===== src/design/osc_params.svh =====
// constants for the analog output stage control block
// assumes a 10 MHz mclk; offsets are the 7-bit register numbers of each page
`ifndef OSC_PARAMS_SVH
`define OSC_PARAMS_SVH

// ****************************************************************
// register offsets
// ****************************************************************
`define OSC_OFS_SW_RST    7'h01
`define OSC_OFS_SS_CTRL   7'h3F
`define OSC_OFS_HP_CTRL   7'h1F
`define OSC_OFS_ROUTE     7'h23
`define OSC_OFS_SPK_L     7'h26
`define OSC_OFS_SPK_R     7'h27
`define OSC_OFS_HPG_L     7'h28
`define OSC_OFS_HPG_R     7'h29
`define OSC_OFS_HP_OPT    7'h2C

// ****************************************************************
// field positions
// ****************************************************************
`define OSC_BIT_SWRST     0
`define OSC_BIT_PWR_L     7
`define OSC_BIT_PWR_R     6
`define OSC_CM_HI         4
`define OSC_CM_LO         3
`define OSC_BIT_SC_MODE   1
`define OSC_BIT_SC_FLAG   0
`define OSC_BIT_RT_L      6
`define OSC_BIT_RT_R      2
`define OSC_BIT_SPK_EN    7
`define OSC_VOL_HI        6
`define OSC_HPG_HI        6
`define OSC_HPG_LO        3
`define OSC_BIT_HPG_MUTE  2
`define OSC_OPT_HI        2
`define OSC_OPT_LO        1
`define OSC_SS_HI         1
`define OSC_SS_LO         0

// ****************************************************************
// reset values and codes
// ****************************************************************
`define OSC_RST_REG       8'h00
`define OSC_MUTE_CODE     7'h7F
`define OSC_LINEOUT_CODE  2'h3
`define OSC_SS_OFF_CODE   2'h3

// ****************************************************************
// timing
// ****************************************************************
`define OSC_CLK_NS        100
`define OSC_SS_STEP_NS    20834
`define OSC_SS_STEP_CYC   ((`OSC_SS_STEP_NS + `OSC_CLK_NS - 1) / `OSC_CLK_NS)

`endif


===== src/design/osc_pkg.sv =====
// types shared by the output stage control files
// assumes nothing of its surroundings
package osc_pkg;

  // soft-step ramp states, one-hot
  typedef enum logic [1:0] {
    OSC_RAMP_HOLD = 2'b01,
    OSC_RAMP_MOVE = 2'b10
  } osc_ramp_state_t;

endpackage : osc_pkg


===== src/design/osc_output_ctrl.sv =====
// register bank and control for the analog playback output stages
// assumes a register port driven by the serial control logic on mclk,
// and raw short-circuit detector levels from the headphone drivers
//
// Behaviour
// volume code maps to rising attenuation
// mute when route off and code 127
// soft-step interval from page-0 two-bit field
// dac routed to volume controls by bits
// speaker volume codes from registers 38, 39
// volume output feeds speaker when bit7 set
// line-out drive mode when field is three
// common-mode level from bits 4 to 3
// headphone drivers powered by bits 7, 6
// headphone gain and mute per channel
// short limits current or powers down
// current limiting is the reset default
// read-only short flag at bit 0
// shutdown mode clears affected power bit
// pin or software reset restores defaults
// setting power bit again restarts stage
// restarted stage shuts again if short remains
// software avoids more than three restarts
// short detection is always active
// applied code steps toward target, then holds
`include "osc_params.svh"
`timescale 1ns/1ps
`default_nettype none

module osc_output_ctrl #(
  parameter int CNT_W = 12
) (
  // clock and reset
  input  wire logic       mclk,
  input  wire logic       rst_b,
  // register port
  input  wire logic       reg_page,
  input  wire logic [6:0] reg_addr,
  input  wire logic [7:0] reg_wdata,
  input  wire logic       reg_wr,
  input  wire logic       reg_rd,
  output logic      [7:0] reg_rdata_r,
  // short-circuit detectors, asynchronous
  input  wire logic       hp_short_l,
  input  wire logic       hp_short_r,
  // headphone stage controls
  output logic            left_headphone_out_pwr_r,
  output logic            right_headphone_out_pwr_r,
  output logic      [3:0] left_headphone_out_gain_r,
  output logic      [3:0] right_headphone_out_gain_r,
  output logic            left_headphone_out_mute_r,
  output logic            right_headphone_out_mute_r,
  output logic            left_headphone_out_ilim_r,
  output logic            right_headphone_out_ilim_r,
  output logic      [1:0] hp_common_mode_r,
  output logic            hp_lineout_mode_r,
  // routing and speaker volume
  output logic            dac_route_l_r,
  output logic            dac_route_r_r,
  output logic            spk_feed_l_r,
  output logic            spk_feed_r_r,
  output logic      [6:0] spk_vol_l_r,
  output logic      [6:0] spk_vol_r_r,
  output logic      [9:0] spk_atten_l_r,
  output logic      [9:0] spk_atten_r_r,
  output logic            spk_mute_l_r,
  output logic            spk_mute_r_r
);

  // ****************************************************************
  // helpers
  // ****************************************************************
  // attenuation in tenths of a dB for a volume code
  function automatic logic [9:0] osc_atten(input logic [6:0] code);
    logic [9:0] lin;
    lin = 10'({3'h0, code} * 10'd5);
    if (code >= 7'd117)      osc_atten = 10'd783;
    else if (code == 7'd116) osc_atten = 10'd722;
    else if (code == 7'd115) osc_atten = 10'd687;
    else if (code == 7'd114) osc_atten = 10'd662;
    else if (code == 7'd113) osc_atten = 10'd643;
    else if (code == 7'd112) osc_atten = 10'd627;
    else if (code == 7'd111) osc_atten = 10'd602;
    else if (code == 7'd110) osc_atten = 10'd583;
    else if (code == 7'd109) osc_atten = 10'd567;
    else if (code == 7'd108) osc_atten = 10'd553;
    else if (code == 7'd107) osc_atten = 10'd542;
    else if (code == 7'd106) osc_atten = 10'd537;
    else osc_atten = lin + {9'h0, code > 7'd35} + {9'h0, code > 7'd69};
  endfunction : osc_atten

  // step interval in clocks for a soft-step field
  function automatic logic [CNT_W-1:0] osc_step(input logic [1:0] sel);
    case (sel)
      2'h0:    osc_step = CNT_W'(`OSC_SS_STEP_CYC);
      2'h1:    osc_step = CNT_W'(2 * `OSC_SS_STEP_CYC);
      2'h2:    osc_step = CNT_W'(4 * `OSC_SS_STEP_CYC);
      default: osc_step = '0;
    endcase
  endfunction : osc_step

  // ****************************************************************
  // short detector synchronisers
  // ****************************************************************
  logic [1:0] short_meta_r;
  logic [1:0] short_r;

  // two flops before any logic sees the detectors
  always_ff @(posedge mclk) begin
    if (!rst_b) begin
      short_meta_r <= 2'h0;
      short_r      <= 2'h0;
    end else begin
      short_meta_r <= {hp_short_r, hp_short_l};
      short_r      <= short_meta_r;
    end
  end

  // ****************************************************************
  // register decode
  // ****************************************************************
  logic [7:0] hp_ctrl_r;
  logic [7:0] route_r;
  logic [7:0] spk_l_r;
  logic [7:0] spk_r_r;
  logic [7:0] hpg_l_r;
  logic [7:0] hpg_r_r;
  logic [7:0] hp_opt_r;
  logic [7:0] ss_ctrl_r;
  logic       sw_rst_r;

  wire        wr_p0     = reg_wr & ~reg_page;
  wire        wr_p1     = reg_wr & reg_page;
  wire        we_hp     = wr_p1 & (reg_addr == `OSC_OFS_HP_CTRL);
  wire        we_route  = wr_p1 & (reg_addr == `OSC_OFS_ROUTE);
  wire        we_spk_l  = wr_p1 & (reg_addr == `OSC_OFS_SPK_L);
  wire        we_spk_r  = wr_p1 & (reg_addr == `OSC_OFS_SPK_R);
  wire        we_hpg_l  = wr_p1 & (reg_addr == `OSC_OFS_HPG_L);
  wire        we_hpg_r  = wr_p1 & (reg_addr == `OSC_OFS_HPG_R);
  wire        we_opt    = wr_p1 & (reg_addr == `OSC_OFS_HP_OPT);
  wire        we_ss     = wr_p0 & (reg_addr == `OSC_OFS_SS_CTRL);
  wire        we_swrst  = wr_p0 & (reg_addr == `OSC_OFS_SW_RST)
                          & reg_wdata[`OSC_BIT_SWRST];
  wire        bank_rst  = !rst_b || sw_rst_r;
  wire        sc_mode   = hp_ctrl_r[`OSC_BIT_SC_MODE];
  wire        sc_flag   = short_r[0] | short_r[1];
  // shutdown mode drops the power bit of a shorted channel
  wire        trip_l    = sc_mode & short_r[0];
  wire        trip_r    = sc_mode & short_r[1];

  // headphone control: power bits written by software, cleared on a trip
  logic [7:0] hp_ctrl_nxt;
  always_comb begin
    hp_ctrl_nxt = we_hp ? {reg_wdata[7:1], 1'b0} : hp_ctrl_r;
    if (trip_l) hp_ctrl_nxt[`OSC_BIT_PWR_L] = 1'b0;
    if (trip_r) hp_ctrl_nxt[`OSC_BIT_PWR_R] = 1'b0;
  end

  // read mux; unmapped offsets read zero
  logic [7:0] rd_mux;
  always_comb begin
    rd_mux = 8'h00;
    if (reg_page) begin
      case (reg_addr)
        `OSC_OFS_HP_CTRL: rd_mux = {hp_ctrl_r[7:1], sc_flag};
        `OSC_OFS_ROUTE:   rd_mux = route_r;
        `OSC_OFS_SPK_L:   rd_mux = spk_l_r;
        `OSC_OFS_SPK_R:   rd_mux = spk_r_r;
        `OSC_OFS_HPG_L:   rd_mux = hpg_l_r;
        `OSC_OFS_HPG_R:   rd_mux = hpg_r_r;
        `OSC_OFS_HP_OPT:  rd_mux = hp_opt_r;
        default:          rd_mux = 8'h00;
      endcase
    end else if (reg_addr == `OSC_OFS_SS_CTRL) begin
      rd_mux = ss_ctrl_r;
    end
  end

  // ****************************************************************
  // register bank
  // ****************************************************************
  // software reset pulse, taken one clock after its write
  always_ff @(posedge mclk) begin
    if (!rst_b) sw_rst_r <= 1'b0;
    else        sw_rst_r <= we_swrst;
  end

  // all registers return to defaults on either reset
  always_ff @(posedge mclk) begin
    if (bank_rst) begin
      hp_ctrl_r <= `OSC_RST_REG;
      route_r   <= `OSC_RST_REG;
      spk_l_r   <= `OSC_RST_REG;
      spk_r_r   <= `OSC_RST_REG;
      hpg_l_r   <= `OSC_RST_REG;
      hpg_r_r   <= `OSC_RST_REG;
      hp_opt_r  <= `OSC_RST_REG;
      ss_ctrl_r <= `OSC_RST_REG;
    end else begin
      hp_ctrl_r <= hp_ctrl_nxt;
      if (we_route) route_r   <= reg_wdata;
      if (we_spk_l) spk_l_r   <= reg_wdata;
      if (we_spk_r) spk_r_r   <= reg_wdata;
      if (we_hpg_l) hpg_l_r   <= reg_wdata;
      if (we_hpg_r) hpg_r_r   <= reg_wdata;
      if (we_opt)   hp_opt_r  <= reg_wdata;
      if (we_ss)    ss_ctrl_r <= reg_wdata;
    end
  end

  // read data held until the next read
  always_ff @(posedge mclk) begin
    if (!rst_b)      reg_rdata_r <= 8'h00;
    else if (reg_rd) reg_rdata_r <= rd_mux;
  end

  // ****************************************************************
  // soft-stepped speaker volume
  // ****************************************************************
  wire [CNT_W-1:0] step_cyc = osc_step(ss_ctrl_r[`OSC_SS_HI:`OSC_SS_LO]);
  logic [6:0]      vol_l;
  logic [6:0]      vol_r;

  osc_vol_ramp #(.CNT_W(CNT_W)) u_ramp_l (
    .mclk      (mclk),
    .rst_b     (!bank_rst),
    .target    (spk_l_r[`OSC_VOL_HI:0]),
    .step_cyc  (step_cyc),
    .applied_r (vol_l),
    .moving_r  ()
  );

  osc_vol_ramp #(.CNT_W(CNT_W)) u_ramp_r (
    .mclk      (mclk),
    .rst_b     (!bank_rst),
    .target    (spk_r_r[`OSC_VOL_HI:0]),
    .step_cyc  (step_cyc),
    .applied_r (vol_r),
    .moving_r  ()
  );

  // ****************************************************************
  // output stage
  // ****************************************************************
  wire mute_l = !spk_l_r[`OSC_BIT_SPK_EN] && (vol_l == `OSC_MUTE_CODE);
  wire mute_r = !spk_r_r[`OSC_BIT_SPK_EN] && (vol_r == `OSC_MUTE_CODE);
  wire pwr_l  = hp_ctrl_r[`OSC_BIT_PWR_L];
  wire pwr_r  = hp_ctrl_r[`OSC_BIT_PWR_R];

  // every output straight from a flop
  always_ff @(posedge mclk) begin
    if (!rst_b) begin
      left_headphone_out_pwr_r   <= 1'b0;
      right_headphone_out_pwr_r  <= 1'b0;
      left_headphone_out_gain_r  <= 4'h0;
      right_headphone_out_gain_r <= 4'h0;
      left_headphone_out_mute_r  <= 1'b0;
      right_headphone_out_mute_r <= 1'b0;
      left_headphone_out_ilim_r  <= 1'b0;
      right_headphone_out_ilim_r <= 1'b0;
      hp_common_mode_r           <= 2'h0;
      hp_lineout_mode_r          <= 1'b0;
      dac_route_l_r              <= 1'b0;
      dac_route_r_r              <= 1'b0;
      spk_feed_l_r               <= 1'b0;
      spk_feed_r_r               <= 1'b0;
      spk_vol_l_r                <= 7'h00;
      spk_vol_r_r                <= 7'h00;
      spk_atten_l_r              <= 10'h000;
      spk_atten_r_r              <= 10'h000;
      spk_mute_l_r               <= 1'b0;
      spk_mute_r_r               <= 1'b0;
    end else begin
      left_headphone_out_pwr_r   <= pwr_l;
      right_headphone_out_pwr_r  <= pwr_r;
      left_headphone_out_gain_r  <= hpg_l_r[`OSC_HPG_HI:`OSC_HPG_LO];
      right_headphone_out_gain_r <= hpg_r_r[`OSC_HPG_HI:`OSC_HPG_LO];
      left_headphone_out_mute_r  <= hpg_l_r[`OSC_BIT_HPG_MUTE];
      right_headphone_out_mute_r <= hpg_r_r[`OSC_BIT_HPG_MUTE];
      left_headphone_out_ilim_r  <= short_r[0] & !sc_mode & pwr_l;
      right_headphone_out_ilim_r <= short_r[1] & !sc_mode & pwr_r;
      hp_common_mode_r           <= hp_ctrl_r[`OSC_CM_HI:`OSC_CM_LO];
      hp_lineout_mode_r          <= (hp_opt_r[`OSC_OPT_HI:`OSC_OPT_LO]
                                     == `OSC_LINEOUT_CODE);
      dac_route_l_r              <= route_r[`OSC_BIT_RT_L];
      dac_route_r_r              <= route_r[`OSC_BIT_RT_R];
      spk_feed_l_r               <= spk_l_r[`OSC_BIT_SPK_EN];
      spk_feed_r_r               <= spk_r_r[`OSC_BIT_SPK_EN];
      spk_vol_l_r                <= vol_l;
      spk_vol_r_r                <= vol_r;
      spk_atten_l_r              <= osc_atten(vol_l);
      spk_atten_r_r              <= osc_atten(vol_r);
      spk_mute_l_r               <= mute_l;
      spk_mute_r_r               <= mute_r;
    end
  end

  // ****************************************************************
  // checks
  // ****************************************************************
  chk_vol_atten_map : assert property (@(posedge mclk) disable iff (!rst_b)
    (vol_l <= 7'd35) |=> (spk_atten_l_r == 10'({3'h0, $past(vol_l)} * 10'd5)))
    else $error("attenuation not half-dB per code");
  chk_mute_code : assert property (@(posedge mclk) disable iff (!rst_b)
    (!spk_r_r[7] && vol_r == 7'h7F && !sw_rst_r) |=> spk_mute_r_r)
    else $error("muting code did not mute");
  chk_soft_off_jump : assert property (@(posedge mclk) disable iff (bank_rst)
    (we_spk_l && ss_ctrl_r[1:0] == 2'h3 && !we_ss) |=> ##[1:3] (vol_l == spk_l_r[6:0]))
    else $error("volume did not jump with soft-step off");
  chk_route_left : assert property (@(posedge mclk) disable iff (bank_rst)
    we_route |=> ##1 (dac_route_l_r == $past(reg_wdata[6], 2)))
    else $error("left dac route does not follow bit");
  chk_lineout_mode : assert property (@(posedge mclk) disable iff (bank_rst)
    we_opt |=> ##1 (hp_lineout_mode_r == ($past(reg_wdata[2:1], 2) == 2'h3)))
    else $error("line-out mode does not follow field");
  chk_shutdown_clear : assert property (@(posedge mclk) disable iff (bank_rst)
    (sc_mode && short_r[0]) |=> !hp_ctrl_r[7] ##1 !left_headphone_out_pwr_r)
    else $error("shorted left stage kept power");
  chk_limit_mode : assert property (@(posedge mclk) disable iff (bank_rst)
    (!sc_mode && short_r[1] && pwr_r && !we_hp) |=> right_headphone_out_ilim_r && pwr_r)
    else $error("current limit not applied");
  chk_short_flag : assert property (@(posedge mclk) disable iff (!rst_b)
    (reg_rd && reg_page && reg_addr == 7'h1F) |=> (reg_rdata_r[0] == $past(sc_flag)))
    else $error("short flag misreported");
  chk_sw_reset : assert property (@(posedge mclk) disable iff (!rst_b)
    we_swrst |=> ##1 (hp_ctrl_r == 8'h00 && spk_l_r == 8'h00 && route_r == 8'h00))
    else $error("software reset left a register set");
  chk_restart_kept : assert property (@(posedge mclk) disable iff (bank_rst)
    (we_hp && reg_wdata[7] && !trip_l) |=> hp_ctrl_r[7] && $stable(spk_l_r))
    else $error("power bit set did not restart stage");

endmodule : osc_output_ctrl

`default_nettype wire


===== src/design/osc_vol_ramp.sv =====
// soft-step ramp for one analog volume code
// assumes step_cyc is stable while a ramp runs; 0 means jump at once
`timescale 1ns/1ps
`default_nettype none

module osc_vol_ramp #(
  parameter int CNT_W = 12
) (
  // clock and reset
  input  wire logic              mclk,
  input  wire logic              rst_b,
  // control
  input  wire logic [6:0]        target,
  input  wire logic [CNT_W-1:0]  step_cyc,
  // applied code
  output logic      [6:0]        applied_r,
  output logic                   moving_r
);

  // ****************************************************************
  // step timing
  // ****************************************************************
  osc_pkg::osc_ramp_state_t state_r;
  osc_pkg::osc_ramp_state_t state_nxt;
  logic [CNT_W-1:0]         cnt_r;
  logic [CNT_W-1:0]         cnt_nxt;
  logic [6:0]               applied_nxt;
  wire                      differ  = (applied_r != target);
  wire                      tick    = (cnt_r == '0);
  wire                      go_up   = (applied_r < target);

  // state and applied code decision
  always_comb begin
    state_nxt   = state_r;
    cnt_nxt     = cnt_r;
    applied_nxt = applied_r;
    case (state_r)
      osc_pkg::OSC_RAMP_HOLD: begin
        if (differ) begin
          state_nxt = osc_pkg::OSC_RAMP_MOVE;
          cnt_nxt   = step_cyc;
        end
      end
      osc_pkg::OSC_RAMP_MOVE: begin
        if (step_cyc == '0) begin
          applied_nxt = target; // soft-step off: jump
          state_nxt   = osc_pkg::OSC_RAMP_HOLD;
        end else if (!differ) begin
          state_nxt = osc_pkg::OSC_RAMP_HOLD;
        end else if (tick) begin
          applied_nxt = go_up ? applied_r + 7'h01 : applied_r - 7'h01;
          cnt_nxt     = step_cyc;
        end else begin
          cnt_nxt = cnt_r - 1'b1;
        end
      end
      default: state_nxt = osc_pkg::OSC_RAMP_HOLD;
    endcase
  end

  // registers
  always_ff @(posedge mclk) begin
    if (!rst_b) begin
      state_r   <= osc_pkg::OSC_RAMP_HOLD;
      cnt_r     <= '0;
      applied_r <= 7'h00;
      moving_r  <= 1'b0;
    end else begin
      state_r   <= state_nxt;
      cnt_r     <= cnt_nxt;
      applied_r <= applied_nxt;
      moving_r  <= (state_nxt == osc_pkg::OSC_RAMP_MOVE);
    end
  end

  // applied code moves at most one step per clock unless soft-step is off
  chk_ramp_one_step : assert property (@(posedge mclk) disable iff (!rst_b)
    (step_cyc != '0) |=> (applied_r == $past(applied_r)) ||
      (applied_r == $past(applied_r) + 7'h01) || (applied_r == $past(applied_r) - 7'h01))
    else $error("volume ramp jumped more than one step");

endmodule : osc_vol_ramp

`default_nettype wire


===== config.mk =====
export PLATFORM = sky130hd
export DESIGN_NAME = osc_output_ctrl
export DESIGN_NICKNAME = d
export VERILOG_FILES = /design/src/design/osc_pkg.sv /design/src/design/osc_output_ctrl.sv /design/src/design/osc_vol_ramp.sv
export VERILOG_INCLUDE_DIRS = /design/src /design/src/design
export SDC_FILE = /design/constraint.sdc
export NUM_CORES = 1
export LEC_CHECK = 0
export BUFFER_PORTS_ARGS = -buffer_cell sky130_fd_sc_hd__buf_2
export CAP_MARGIN = 20
export CORE_MARGIN = 8
export CORE_UTILIZATION = 40
export CTS_CLUSTER_DIAMETER = 60
export DETAILED_ROUTE_END_ITERATION = 8
export GPL_TIMING_DRIVEN = 0
export PLACE_DENSITY = 0.64
export REMOVE_ABC_BUFFERS = 1
export SETUP_SLACK_MARGIN = 0.1
export SYNTH_ARGS = -nofsm -noshare
export SYNTH_HDL_FRONTEND = slang
export SYNTH_SLANG_ARGS = --single-unit

===== constraint.sdc =====
create_clock -name mclk -period 4.1 [get_ports mclk]
set_clock_uncertainty 0.05 [all_clocks]
set_input_delay 0.615 -clock mclk [delete_from_list [all_inputs] [get_ports mclk]]
set_output_delay 0.615 -clock mclk [all_outputs]
set_load 0.02 [all_outputs]

==> results of run 1 <==
cells by family after synthesis:
group                    Yosys count
buffers and inverters            106
flip-flops                       175
AO/OA/AOI/OAI                    296
XOR/XNOR                          22
multiplexers                      54
AND/OR/NAND/NOR                  377
adder cells (fa/ha/maj)           61
state kept, by name, summed over array words and instances (netlist names), 8 cells and up:
register	count
spk_atten_r_r	10
route_r	8
hpg_l_r	8
spk_l_r	8
u_ramp_l.cnt_r	12
spk_r_r	8
reg_rdata_r	8
spk_atten_l_r	10
ss_ctrl_r	8
u_ramp_r.cnt_r	12
hpg_r_r	8
hp_opt_r	8
layout by cell type (no fill, tap or decap), types with 5 or more instances in the layout:
master	netlist	layout
buf_2	10	86
a31oi_1	13	13
o22ai_1	8	8
o21a_1	5	5
nand4b_1	5	5
nor3_1	17	17
nand4_1	6	6
and3_1	8	8
a21oi_1	106	106
xnor2_1	16	16
nand2b_1	7	6
nand2_1	103	103
a21o_1	8	8
a22o_1	5	5
o21bai_1	6	6
nand3_1	29	29
clkinv_8	0	6
and2_1	40	40
xor2_1	6	6
o21ai_0	57	57
a22oi_1	10	10
clkbuf_16	0	18
ha_1	57	57
inv_1	35	35
mux2i_1	52	52
a21boi_0	7	7
nor2_1	101	101
or3_1	5	5
nor2b_1	9	9
dfxtp_1	175	175
o2bb2ai_1	6	6
nor4_1	9	9
a32oi_1	6	6
a211oi_1	16	16
routing by layer:
layer  vias to the layer above  track usage  part of all wire
li1                       4000            -                 -
met1                      3690        0.216              0.48
met2                       206        0.251              0.44
met3                        24       0.0470             0.059
met4                         2       0.0384             0.012
met5                         -            0           0.00057
stage by stage:
step                TNS [ps]  utilization  power [W]
finish                     0        0.462    0.00354
global placement      -35680        0.430    0.00187
floorplan                  0            -    0.00181
global route               0        0.462    0.00366
CTS                        0        0.460    0.00358
detailed placement         0        0.432    0.00188
cell usage after synthesis, types with 5 or more instances:
cell,instances
o21bai_1,6
nor3_1,17
and3_1,8
dfxtp_1,175
nand4b_1,5
or3_1,5
ha_1,57
xor2_1,6
nor2_1,101
nor2b_1,9
buf_2,10
o21a_1,5
o21ai_0,57
mux2i_1,52
xnor2_1,16
nand2b_1,7
a31oi_1,13
a21oi_1,106
and2_1,40
inv_1,35
clkbuf_1,52
a21boi_0,7
nand4_1,6
buf_4,5
nand2_1,103
a22oi_1,10
o2bb2ai_1,6
nor4_1,9
o22ai_1,8
a211oi_1,16
a22o_1,5
a32oi_1,6
a21o_1,8
nand3_1,29
layout make-up:
type / count / area share
multi-input cells: 810 / 0.509
clock inverters: 15 / 0.0203
repair buffers: 92 / 0.0497
clock buffers: 17 / 0.0405
inverters: 35 / 0.0125
well taps: 285 / 0.0340
flip-flops and latches: 175 / 0.334
worst reg2reg max path, delay by kind of cell (launching register included):
kind,cells,cell delay (ps)
adders and majority gates,2,840
xor gates and xnor gates,1,100
AOI/OAI and AO/OA,5,1070
DFF,1,810
and+or+nand+nor,3,600
power groups by stage:
| stage | registers (W) | logic (W) | clock network, W |
|---|---|---|---|
| 2_1_floorplan | 0.00175 | 0.0000525 | 0 |
| 3_3_place_gp | 0.00175 | 0.000124 | 0 |
| 3_5_place_dp | 0.00175 | 0.000127 | 0 |
| 4_1_cts | 0.00171 | 0.000128 | 0.00174 |
| 5_1_grt | 0.00171 | 0.000142 | 0.00180 |
| 6_report | 0.00171 | 0.000129 | 0.00170 |
final timing paths:
kind | startpoint | to | cells past startpoint
setup / recovery | u_ramp_l.applied_r[2] | u_ramp_l.applied_r[6] | 11
hold / removal | hp_short_r | short_meta_r[1] | 2
setup reg to reg | u_ramp_l.applied_r[2] | u_ramp_l.applied_r[6] | 11
hold reg to reg | short_meta_r[1] | short_r[1] | 1
what timing repair did:
| item | 4_1_cts | 5_1_grt |
|---|---|---|
| gates resized for setup | 0 | 1 |
| setup buffers | 0 | 0 |
| endpoints found under the setup margin | 0 | 1 |
| hold buffers | 0 | 0 |
==> results.cfg, run 1 <==
[placement]
portBuffers = 86
place_area_um2 = 9810
hpwl_mm = 15.6
place_ws_ps = 376
dp_cells = 1395
globalplace.congestion = 0.861

[cells_and_area]
design_area_um2 = 10500
drive_above_1_share = 0.130
finish.net_count = 1214
stdcell_count = 1429
syn_to_final_growth_pct = 13.1
multi_input_area_um2 = 5350
nFillCells = 2240
regArea_um2 = 3500
diodes = 0

[floorplanning]
die_area_um2 = 28300
coreArea_um2 = 22700
dieHeight_um = 168
start_util = 0.409
die_x_um = 168
rows = 55
ios = 87

[setup_path]
critPathKind = flip-flop to flip-flop
end_kind = flip-flop
crit_top_cell = a21oi_1
path_cells = ha_1 > a21oi_1 > nand2_1 > a31o_2 > fa_1 > a211oi_1 > o21bai_1 > a21oi_1 > xnor2_1 > and3_1 > or3_1
worst_ep_arrival_time_ps = 3840
cpPeakStageDelay_ps = 810
cp_max_fo = 19
cp.required_ps = 4370
crit_family = compound AO/OA/AOI/OAI gates
r2r_slack_ps = 530
crit_buf_inv = 0
startpoint_type = flip-flop
slowest_stage = dfxtp_1

[drt]
vias = 7922
routed_wl_mm = 22.8
drc = 0
ant_nets = 0
drt-initial-drc-count = 501
dr.pass1.iters = 5
wire_per_inst_um = 16.0
via_per_inst = 5.54

[timing]
final.period_utilization = 0.871
fmax_ghz = 0.280
layout_setup_ws_ps = 531
slew_headroom = 0.296
finalHoldViolations = 0
worst_pin_slew_ps = 1050
final-setup-viol-count = 0
drv_slew = 0
rsz0062_at_grt = false
whs_ps = 327
fin_crit_ps = 3570

[global_routing]
grt_usage = 0.161
antenna_found_initial = 1
grt_pass1_wl_mm = 38.2
grt_pass1_vias = 7497
grt_max_degree = 70
grt_overflow = 0

[yosys]
synth_area_per_cell_um2 = 8.51
synthTopCellsByArea = dfxtp_1 (38%), ha_1 (7.7%), a21oi_1 (5.7%)
yosys_warnings = 0
ys_seq_elements = 175
synthSimpleGateAreaFrac = 0.209
synth_top_cell_by_area = dfxtp_1
synth_adder_area_share = 0.0855
synth_compound_area_frac = 0.201
synth-seq-area-share = 0.378
synth_ff_type = dfxtp_1
synthArstFlopShare = 0
synth_top_family_by_area = simple AND/OR/NAND/NOR gates
synth_top_area_share = 0.378
syn_area_um2 = 9280
synth_mux_area_frac = 0.0585
synth_edf_count = 0
synth_xor_area_frac = 0.0208
synthDistinctLibCells = 79
netlist_instances = 1091

[pwr]
p_int_w = 0.00264
ir_drop_mv = 0.266
pwr-share-comb = 0.036
p_clk_frac = 0.480
switching_share = 0.256
power.density_nw_per_um2 = 337
sequentialPowerShare = 0.483
p_leak_nw = 4.27
switching_power_w = 0.000905

[clock_tree]
cts_made_buffers = 17
cts_tree = done
cts_max_level = 4
clock_path_buffers = 2
clk_latency_ps = 440
clk_pin_slew_ps = 80
clock-sinks = 175
cts_root_buf = clkbuf_16

[run_status]
status = finished, final reports clean

[hold_path]
hp-class = input pin to flip-flop

[job]
drv_cap = 0
Note: power is estimated with default switching activity, not from simulation.
==> run 2, diff against run 1 <==
==> constraint.sdc (replaced) <==
create_clock -name mclk -period 4.63 [get_ports mclk]
set_clock_uncertainty 0.05 [all_clocks]
set_input_delay 0.6945 -clock mclk [delete_from_list [all_inputs] [get_ports mclk]]
set_output_delay 0.6945 -clock mclk [all_outputs]
set_load 0.02 [all_outputs]
==> run 2 against run 1 <==
  * Cell area barely moved
  * Sequential share of layout area hardly changed
  * Worst hold slack gained 63 ps
  * Flip-flop and latch count unchanged
  * Clock-buffer cell count is the same
  * Final cell count unchanged
  * Via count grew 0.38%
  * Die area unchanged
  * Maximum frequency shrank 3.7%
  * First-iteration DRC count up 15%
  * Largest cell class unchanged
==> results.cfg, run 2 (synthesized netlist as in run 1, its figures left out) <==
[cells_and_area]
final_cell_mix = dfxtp_1 (175), a21oi_1 (106), nand2_1 (103)
final_common_cell = dfxtp_1
syn_to_final_growth_pct = 13.1
diodes = 0
reg_top3 = u_ramp_l.cnt_r x12, u_ramp_r.cnt_r x12
finish.net_count = 1214
drive_above_1_share = 0.129
nFillCells = 2238

[job]
drv_cap = 0

[setup_path]
startpoint_type = flip-flop
worst_ep_arrival_time_ps = 3980
reg2reg_depth = 11
critPathKind = flip-flop to flip-flop
cp.required_ps = 4900
end_kind = flip-flop
cp_max_fo = 24

[timing]
worst_pin_slew_ps = 1060
slew_headroom = 0.294
final-setup-viol-count = 0
rsz0062_at_grt = false
fmax_ghz = 0.270
fin_crit_ps = 3710
drv_slew = 0
finalHoldViolations = 0
layout_setup_ws_ps = 925
final.period_utilization = 0.800

[clock_tree]
postCtsSetupBuffers = 0
clock-sinks = 175
cts_root_buf = clkbuf_16
clock_path_buffers = 2
hold_buffers = 0
cts_tree = done
clk_latency_ps = 440
clk_pin_slew_ps = 80
cts_max_level = 4
cts_resized = 0
cts_made_buffers = 17

[drt]
via_per_inst = 5.56
drt-initial-drc-count = 574
vias = 7952
drc = 0
wire_per_inst_um = 15.9
routed_wl_mm = 22.7
dr.pass1.iters = 5
ant_nets = 0

[placement]
place_ws_ps = 906
portBuffers = 86
hpwl_mm = 15.6
globalplace.congestion = 0.861

[floorplanning]
rows = 55
dieHeight_um = 168
ios = 87
die_x_um = 168
die_area_um2 = 28300
coreArea_um2 = 22700
start_util = 0.409

[hold_path]
hp-class = flip-flop to flip-flop
hold_depth = 1

[pwr]
power.density_nw_per_um2 = 299
ir_drop_mv = 0.236
p_leak_nw = 4.27
finalPower_w = 0.00314

[global_routing]
grt_usage = 0.161
grt_pass1_vias = 7497
grt_overflow = 0
antenna_found_initial = 1
grt_pass1_wl_mm = 38.2
grt_max_degree = 70

[run_status]
status = finished, final reports clean
[run 2: cell counts in the layout (fill, tap and decap cells not counted)]
Identical to the previous run, type by type.
[run 2: metal layers]
layer,up-vias,part of all wire,GRT usage
met5,-,0.00057,0
met4,2,0.012,0.0384
met3,25,0.065,0.0470
met2,226,0.44,0.251
met1,3698,0.48,0.216
li1,4001,-,-
[run 2: worst paths after layout]
check,startpoint,end,slack [ps]
setup / recovery,u_ramp_r.applied_r[1],u_ramp_r.applied_r[6],920
hold / removal,short_meta_r[1],short_r[1],390
setup reg to reg,u_ramp_r.applied_r[1],u_ramp_r.applied_r[6],920
hold reg to reg,short_meta_r[1],short_r[1],390
[run 2: metrics by stage]
stage | cell area, um^2 | hold WS [ps] | utilization | cells | setup TNS, ps
2_1_floorplan | 8970 | 362 | - | 1020 | 0
3_3_place_gp | 9750 | 367 | 0.430 | 1391 | -2220
3_5_place_dp | 9810 | 374 | 0.432 | 1395 | 0
4_1_cts | 10400 | 387 | 0.460 | 1427 | 0
5_1_grt | 10500 | 389 | 0.462 | 1429 | 0
6_report | 10500 | 390 | 0.462 | 1429 | 0
[run 2: report_power, final]
group | internal [W] | leakage, nW | switching [W]
Sequential | 0.00151 | 1.41 | 0.00000435
Clock | 0.000791 | 0.308 | 0.000716
Combinational | 0.0000323 | 2.55 | 0.0000819
Total | 0.00233 | 4.27 | 0.000802
[run 2: final cells by class]
class,instances,area (um^2),area share
flip-flops and latches,175,3500,0.334
clock inverters,15,213,0.0203
inverters,35,131,0.0125
multi-input cells,810,5340,0.509
clock buffers,17,425,0.0405
well taps,285,357,0.0340
repair buffers,92,522,0.0497
[run 2: critical path: stages (launching register included)]
cell and delay, ps:
dfxtp_1 870, ha_1 380, a21o_1 180, a21oi_1 140
o221ai_1 370, fa_1 600, a211oi_1 310, o21bai_1 110
a21oi_1 180, xnor2_1 150, xnor2_1 150, a31oi_1 110
